==> src/mbad_pkg.sv <==
package mbad_pkg;

    ////////////////////////////////////////////////////////////////////////
    // Device areas reached through the Modbus address space
    typedef enum logic [3:0] {
        AREA_NONE,
        AREA_INPUT,
        AREA_OUTPUT,
        AREA_AUX,
        AREA_SPECIAL_RELAY,
        AREA_SPECIAL_DATA,
        AREA_DATA,
        AREA_STEP,
        AREA_TIMER,
        AREA_COUNTER,
        AREA_FAST_COUNTER,
        AREA_INDEX
    } mbad_area_e;

    ////////////////////////////////////////////////////////////////////////
    // Function codes
    localparam logic [7:0] FC_RD_COIL  = 8'h01;
    localparam logic [7:0] FC_RD_DISC  = 8'h02;
    localparam logic [7:0] FC_RD_HOLD  = 8'h03;
    localparam logic [7:0] FC_RD_INP   = 8'h04;
    localparam logic [7:0] FC_WR_COIL  = 8'h05;
    localparam logic [7:0] FC_WR_REG   = 8'h06;
    localparam logic [7:0] FC_WR_COILS = 8'h0F;
    localparam logic [7:0] FC_WR_REGS  = 8'h10;
    localparam logic [7:0] FC_RW_REGS  = 8'h17;

    ////////////////////////////////////////////////////////////////////////
    // Quantity limits
    localparam logic [15:0] QTY_BITS_EARLY = 16'd256;
    localparam logic [15:0] QTY_BITS_LATE  = 16'd1600;
    localparam logic [15:0] QTY_WORDS      = 16'd100;
    localparam logic [15:0] QTY_WORDS_FAST = 16'd50;
    localparam logic [15:0] QTY_SINGLE     = 16'd1;

    ////////////////////////////////////////////////////////////////////////
    // Address map, one entry per Modbus address range
    localparam int          ENT_NUM    = 16;
    localparam logic [3:0]  ENT_X_WORD = 4'h1;
    localparam logic [15:0] ENT_IS_BIT = 16'h2B35;
    localparam logic [18:0] ENT_LO [ENT_NUM] = '{
        19'd124577, 19'd332769, 19'd040961, 19'd440961,
        19'd000001, 19'd016385, 19'd449153, 19'd400001,
        19'd020481, 19'd057345, 19'd457345, 19'd061441,
        19'd461441, 19'd064513, 19'd464513, 19'd465025};
    localparam logic [18:0] ENT_CNT [ENT_NUM] = '{
        19'd1024, 19'd64,   19'd1024, 19'd64,
        19'd8192, 19'd4096, 19'd2048, 19'd30000,
        19'd2048, 19'd512,  19'd512,  19'd512,
        19'd512,  19'd256,  19'd256,  19'd10};
    localparam logic [15:0] ENT_BASE [ENT_NUM] = '{
        16'h6000, 16'h8000, 16'hA000, 16'hA000,
        16'h0000, 16'h4000, 16'hC000, 16'h0000,
        16'h5000, 16'hE000, 16'hE000, 16'hF000,
        16'hF000, 16'hFC00, 16'hFC00, 16'hFE00};
    localparam mbad_area_e ENT_AREA [ENT_NUM] = '{
        AREA_INPUT, AREA_INPUT, AREA_OUTPUT, AREA_OUTPUT,
        AREA_AUX, AREA_SPECIAL_RELAY, AREA_SPECIAL_DATA, AREA_DATA,
        AREA_STEP, AREA_TIMER, AREA_TIMER, AREA_COUNTER,
        AREA_COUNTER, AREA_FAST_COUNTER, AREA_FAST_COUNTER, AREA_INDEX};

    ////////////////////////////////////////////////////////////////////////
    // Request header and decoded result
    typedef struct packed {
        logic [7:0]  func;
        logic [18:0] addr;
        logic [15:0] qty;
    } mbad_req_s;

    typedef struct packed {
        mbad_area_e  area;
        logic [15:0] index;
        logic        is_bit;
        logic        is_write;
        logic        err;
    } mbad_res_s;

endpackage : mbad_pkg

==> src/mbad_decoder.sv <==
`timescale 1ns/1ps
`default_nettype none

module mbad_decoder (
    // Clock and reset
    input  wire logic               clk,
    input  wire logic               sys_rst,
    input  wire logic               clk_en,
    // Firmware level strap
    input  wire logic               fw_late,
    // Request header
    input  wire logic               req_valid,
    input  wire mbad_pkg::mbad_req_s req,
    // Decoded result
    output logic                    res_valid,
    output mbad_pkg::mbad_res_s     res
);

    ////////////////////////////////////////////////////////////////////////
    // Range matching, one matcher per map entry
    logic [mbad_pkg::ENT_NUM-1:0] ent_hit;
    logic [mbad_pkg::ENT_NUM-1:0] ent_fit;
    logic [15:0]                  ent_idx [mbad_pkg::ENT_NUM];

    genvar g;
    generate
        for (g = 0; g < mbad_pkg::ENT_NUM; g = g + 1)
        begin : g_ent
            mbad_range #(
                .LO   (mbad_pkg::ENT_LO[g]),
                .CNT  (mbad_pkg::ENT_CNT[g]),
                .BASE (mbad_pkg::ENT_BASE[g])
            ) u_range (
                .addr  (req.addr),
                .qty   (req.qty),
                .hit   (ent_hit[g]),
                .fits  (ent_fit[g]),
                .index (ent_idx[g])
            );
        end
    endgenerate

    ////////////////////////////////////////////////////////////////////////
    // Entry select; ranges are disjoint
    logic                   sel_hit;
    logic [3:0]             sel_ent;
    mbad_pkg::mbad_area_e   sel_area;
    logic                   sel_bit;
    logic                   sel_fit;
    logic [15:0]            sel_idx;

    always_comb
    begin
        sel_hit = 1'b0;
        sel_ent = 4'h0;
        for (int i = 0; i < mbad_pkg::ENT_NUM; i++)
        begin
            if (ent_hit[i] && !sel_hit)
            begin
                sel_hit = 1'b1;
                sel_ent = 4'(i);
            end
        end
    end

    assign sel_area = sel_hit ? mbad_pkg::ENT_AREA[sel_ent] : mbad_pkg::AREA_NONE;
    assign sel_bit  = mbad_pkg::ENT_IS_BIT[sel_ent];
    assign sel_fit  = ent_fit[sel_ent];
    assign sel_idx  = ent_idx[sel_ent];

    ////////////////////////////////////////////////////////////////////////
    // Function code against target area
    logic is_input;
    logic is_fast;
    logic fn_known;
    logic fn_area_ok;
    logic fn_write;

    assign is_input = sel_area == mbad_pkg::AREA_INPUT;
    assign is_fast  = sel_area == mbad_pkg::AREA_FAST_COUNTER;

    always_comb
    begin
        fn_known   = 1'b1;
        fn_area_ok = 1'b0;
        fn_write   = 1'b0;
        case (req.func)
            mbad_pkg::FC_RD_COIL,
            mbad_pkg::FC_RD_DISC:
                fn_area_ok = sel_bit;
            mbad_pkg::FC_RD_HOLD:
                fn_area_ok = !sel_bit;
            mbad_pkg::FC_RD_INP:
                fn_area_ok = sel_ent == mbad_pkg::ENT_X_WORD;
            mbad_pkg::FC_WR_COIL,
            mbad_pkg::FC_WR_COILS:
            begin
                fn_area_ok = sel_bit && !is_input;
                fn_write   = 1'b1;
            end
            mbad_pkg::FC_WR_REG,
            mbad_pkg::FC_WR_REGS,
            mbad_pkg::FC_RW_REGS:
            begin
                fn_area_ok = !sel_bit && !is_input;
                fn_write   = 1'b1;
            end
            default:
                fn_known = 1'b0;
        endcase
    end

    ////////////////////////////////////////////////////////////////////////
    // Quantity limits
    logic qty_ok;

    mbad_qty u_qty (
        .func    (req.func),
        .qty     (req.qty),
        .is_fast (is_fast),
        .fw_late (fw_late),
        .qty_ok  (qty_ok)
    );

    ////////////////////////////////////////////////////////////////////////
    // Verdict; an error never names an area
    logic                 dec_err;
    mbad_pkg::mbad_res_s  res_nxt;

    assign dec_err = !sel_hit || !fn_known || !fn_area_ok || !qty_ok || !sel_fit;

    always_comb
    begin
        res_nxt.err      = dec_err;
        res_nxt.is_write = fn_write;
        res_nxt.is_bit   = sel_bit;
        res_nxt.area     = sel_area;
        res_nxt.index    = sel_idx;
        if (dec_err)
        begin
            res_nxt.is_write = 1'b0;
            res_nxt.is_bit   = 1'b0;
            res_nxt.area     = mbad_pkg::AREA_NONE;
            res_nxt.index    = 16'h0000;
        end
    end

    ////////////////////////////////////////////////////////////////////////
    // Result registers
    mbad_pkg::mbad_res_s res_r;
    logic                res_valid_r;

    always_ff @(posedge clk)
    begin
        if (sys_rst)
        begin
            res_valid_r <= 1'b0;
        end
        else if (clk_en)
        begin
            res_valid_r <= req_valid;
        end
    end

    always_ff @(posedge clk)
    begin
        if (sys_rst)
        begin
            res_r <= '0;
        end
        else if (clk_en && req_valid)
        begin
            res_r <= res_nxt;
        end
    end

    assign res_valid = res_valid_r;
    assign res       = res_r;
endmodule : mbad_decoder

`default_nettype wire

==> src/mbad_range.sv <==
`timescale 1ns/1ps
`default_nettype none

module mbad_range #(
    parameter logic [18:0] LO   = 19'd1,
    parameter logic [18:0] CNT  = 19'd1,
    parameter logic [15:0] BASE = 16'h0000
) (
    // Request
    input  wire logic [18:0] addr,
    input  wire logic [15:0] qty,
    // Match
    output logic             hit,
    output logic             fits,
    output logic [15:0]      index
);

    logic [19:0] offset;
    logic [19:0] span_end;

    assign offset   = {1'b0, addr} - {1'b0, LO};
    assign span_end = offset + {4'h0, qty};
    assign hit      = (addr >= LO) && (offset < {1'b0, CNT});
    assign fits     = span_end <= {1'b0, CNT};
    assign index    = BASE + offset[15:0];

endmodule : mbad_range

`default_nettype wire

==> src/mbad_qty.sv <==
`timescale 1ns/1ps
`default_nettype none

module mbad_qty (
    // Request
    input  wire logic [7:0]  func,
    input  wire logic [15:0] qty,
    input  wire logic        is_fast,
    input  wire logic        fw_late,
    // Verdict
    output logic             qty_ok
);

    logic [15:0] limit;

    always_comb
    begin
        case (func)
            mbad_pkg::FC_RD_COIL,
            mbad_pkg::FC_RD_DISC,
            mbad_pkg::FC_WR_COILS:
                limit = fw_late ? mbad_pkg::QTY_BITS_LATE : mbad_pkg::QTY_BITS_EARLY;
            mbad_pkg::FC_RD_HOLD,
            mbad_pkg::FC_RD_INP,
            mbad_pkg::FC_WR_REGS,
            mbad_pkg::FC_RW_REGS:
                limit = is_fast ? mbad_pkg::QTY_WORDS_FAST : mbad_pkg::QTY_WORDS;
            mbad_pkg::FC_WR_COIL,
            mbad_pkg::FC_WR_REG:
                limit = mbad_pkg::QTY_SINGLE;
            default:
                limit = 16'h0000;
        endcase
    end

    assign qty_ok = (qty != 16'h0000) && (qty <= limit);

endmodule : mbad_qty

`default_nettype wire

==> config.mk <==
export PLATFORM = sky130hd
export DESIGN_NAME = mbad_decoder
export DESIGN_NICKNAME = d
export VERILOG_FILES = /design/src/mbad_pkg.sv /design/src/mbad_decoder.sv /design/src/mbad_range.sv /design/src/mbad_qty.sv
export SDC_FILE = /design/constraint.sdc
export NUM_CORES = 1
export LEC_CHECK = 0
export BUFFER_PORTS_ARGS = -buffer_cell sky130_fd_sc_hd__buf_2
export CAP_MARGIN = 20
export CORE_ASPECT_RATIO = 1.5
export CORE_MARGIN = 5
export CORE_UTILIZATION = 54
export DETAILED_ROUTE_END_ITERATION = 10
export PLACE_DENSITY = 0.76
export SLEW_MARGIN = 20
export SYNTH_ARGS = -nofsm -noshare
export SYNTH_HDL_FRONTEND = slang
export SYNTH_SLANG_ARGS = --single-unit
==> constraint.sdc <==
create_clock -name clk -period 26 [get_ports clk]
set_input_delay 5.2 -clock clk [delete_from_list [all_inputs] [get_ports clk]]
set_output_delay 5.2 -clock clk [all_outputs]
set_load 0.02 [all_outputs]
==> out/results.tsv <==
stage	metric	value	unit
finish	Final Non-Filler Cells	2098	
global_route	largest net degree at the start of global routing	64	
routing	DR pass1 iterations	8	
clock_tree	Worst-path clk slew	70	ps
timing	Max Clk Rate	74.8	MHz
floorplan	Initial Util	54.8	%
finish	area of the multi-input gates	11000	um^2
critical_path	CP dominant cell by count	nand2_1	
global_route	first-pass GRT wire length	89700	um
timing	endpoints failing setup	0	
placement	# port buffers	71	
routing	via count	15600	
synthesis	sequential cell area fraction in the yosys report	3.92	%
timing	Max Slew Vio Count	0	
min_path	Min-Delay Path Class	reg -> reg	
floorplan	# IOs	72	
power_and_ir_drop	P per Cell Area	32.8	nW/um^2
critical_path	CP Class	in -> reg	
floorplan	die height	195	um
critical_path	crit-path max FO	23	
clock_tree	hold_buf cts	0	
synthesis	Synth Warn #	0	
run	Max Cap Viol	0	
finish	Layout Utilization	57.3	%
floorplan	Row Count	67	
clock_tree	H-tree levels	1	
synthesis	Syn Nets	1996	
floorplan	core area	22400	um^2
critical_path	flop2flop setup slack	25190	ps
critical_path	delay of the slowest cell on the worst path	890	ps
finish	fin nets	1994	
finish	share of layout cells above drive strength 1	9.66	%
routing	overall routed net length	61200	um
synthesis	post-synthesis cell type with the largest combined area	ha_1	
timing	Tcrit/Tclk final	51.4	%
critical_path	Worst path slowest cell	or4_1	
timing	final worst path period need	13380	ps
timing	final hold vios	0	
finish	P&R area growth vs syn	4.52	%
status	status	complete, no violations	
global_route	vias in the first global route	14700	
placement	Placed Instances	2093	
routing	DR iter-0 viols	2005	
clock_tree	Max Root-Sink Buffers	2	
synthesis	synthesized flop and latch total	24	
finish	Reg area	480	um^2
synthesis	Mapped Area	12300	um^2
finish	most frequent cells in the layout	169 x nand2_1, 167 x nor2_1, 127 x a21oi_1, 122 x ha_1, 120 x o21ai_0	
finish	antenna diode count	0	
finish	commonest non-fill, non-tap cell in the layout	nand2_1	
global_route	grt ovf	0	
synthesis	Async S/R FF share, synth	0	%
clock_tree	Resize count post-CTS	0	
floorplan	die footprint	25900	um^2
clock_tree	Root Driver	clkbuf_16	
synthesis	cells after synthesis	1825	
critical_path	Startpoint Class	input port	
placement	pre-CTS setup slack	12510	ps
clock_tree	worst-skew pair later-pin latency	250	ps
global_route	Tot GR Track Use	44.6	%
timing	PnR worst setup slack	12620	ps
critical_path	Critical Path RT	26160	ps
synthesis	Avg Inst Size Synth	6.72	um^2
synthesis	Synth Flop Type	dfxtp_1	
critical_path	Worst Path Arrival	13530	ps
clock_tree	number of setup buffers added after CTS	0	
synthesis	largest cells by area after synthesis	ha_1 12%, xnor2_1 7.8%, a21oi_1 5.2%	
timing	Slew HR	16.3	%
synthesis	Distinct cells, synth	97	
power_and_ir_drop	VDD IR max	0.0000244	V
clock_tree	clk sinks	24	
timing	Worst-Margin Slew	1250	ps
routing	drt drc	0	
finish	fillers	2304	
clock_tree	CTS tree	built	
critical_path	Critical Path End Type	flop	
synthesis	Post-synth EDFFs	0	
floorplan	Die Wd	133	um
routing	routed len/inst	29.2	um
timing	Final Skew	0	ps
timing	RSZ-0062 raised after global routing	false	
synthesis	post-synth top area share	12.4	%
routing	DRT antenna net count	0	
global_route	initial antenna violation count	0	
placement	Final GP Congestion	1.16	
routing	Vias/cell	7.44	
placement	detailed placement HPWL	47700	um
timing	setup TNS	0	ps
clock_tree	CTS Buf Count	3	
power_and_ir_drop	Pleak	0.00508	uW
stage by stage:
step / total power, uW / hold slack, ps / cell area, um^2
after global routing: 441 / 477 / 12800
after global placement: 356 / 440 / 12700
after floorplan: 265 / 523 / 12300
after detailed placement: 361 / 443 / 12700
after CTS: 406 / 458 / 12800
final: 420 / 459 / 12800
logic make-up after synthesis:
group | Yosys count | synth area share, %
AO/OA/AOI/OAI | 618 | 35.4
multiplexers | 31 | 2.59
adder cells (fa/ha/maj) | 124 | 12.7
buffers and inverters | 188 | 6.30
XOR/XNOR | 156 | 11.1
AND/OR/NAND/NOR | 684 | 28.0
flip-flops | 24 | 3.92
worst paths after layout:
kind                 from  endpoint  depth (start not counted)
setup / recovery  req[21]   res[22]                         35
hold / removal    res[18]   res[18]                          2
setup reg to reg  res[10]   res[10]                          3
hold reg to reg   res[18]   res[18]                          2
critical path: cells and delay by family:
kind,cells,cell delay (ps)
xor gates and xnor gates,1,90
AOI/OAI and AO/OA,12,2710
adders and majority gates,3,810
and+or+nand+nor,16,4040
buffers and inverters,3,650
sequential cells by signal, summed over array words and instances (netlist names):
name       flops
res_valid      1
res           23
synth_stat cells, types with 47 or more instances:
master / n
nand2_1: 169
a21oi_1: 127
inv_1: 81
xnor2_1: 109
o21ai_0: 120
nor3_1: 72
xor2_1: 47
nand3_1: 53
nor2_1: 167
ha_1: 122
clkbuf_1: 58
power breakdown:
group          internal [uW]  switching [uW]
Clock                   30.6            13.3
Combinational            115             223
Sequential              37.8           0.508
final cells by class:
cell class | count | area share (%)
multi-input combinational | 1613 | 86.0
clock inverter | 1 | 0.234
tap | 276 | 2.69
inverter | 86 | 2.54
clock buffer | 3 | 0.586
timing repair buffer | 95 | 4.16
sequential | 24 | 3.75
routing by layer:
| metal | GRT usage (%) | vias up | wire, um |
|---|---|---|---|
| li1 | - | 6851 | - |
| met1 | 46.5 | 7201 | 19900 |
| met2 | 73.4 | 1123 | 27700 |
| met3 | 8.28 | 425 | 5810 |
| met4 | 44.2 | 0 | 7800 |
| met5 | 0 | - | 0 |
No activity file was read; power rests on OpenSTA's default activity.
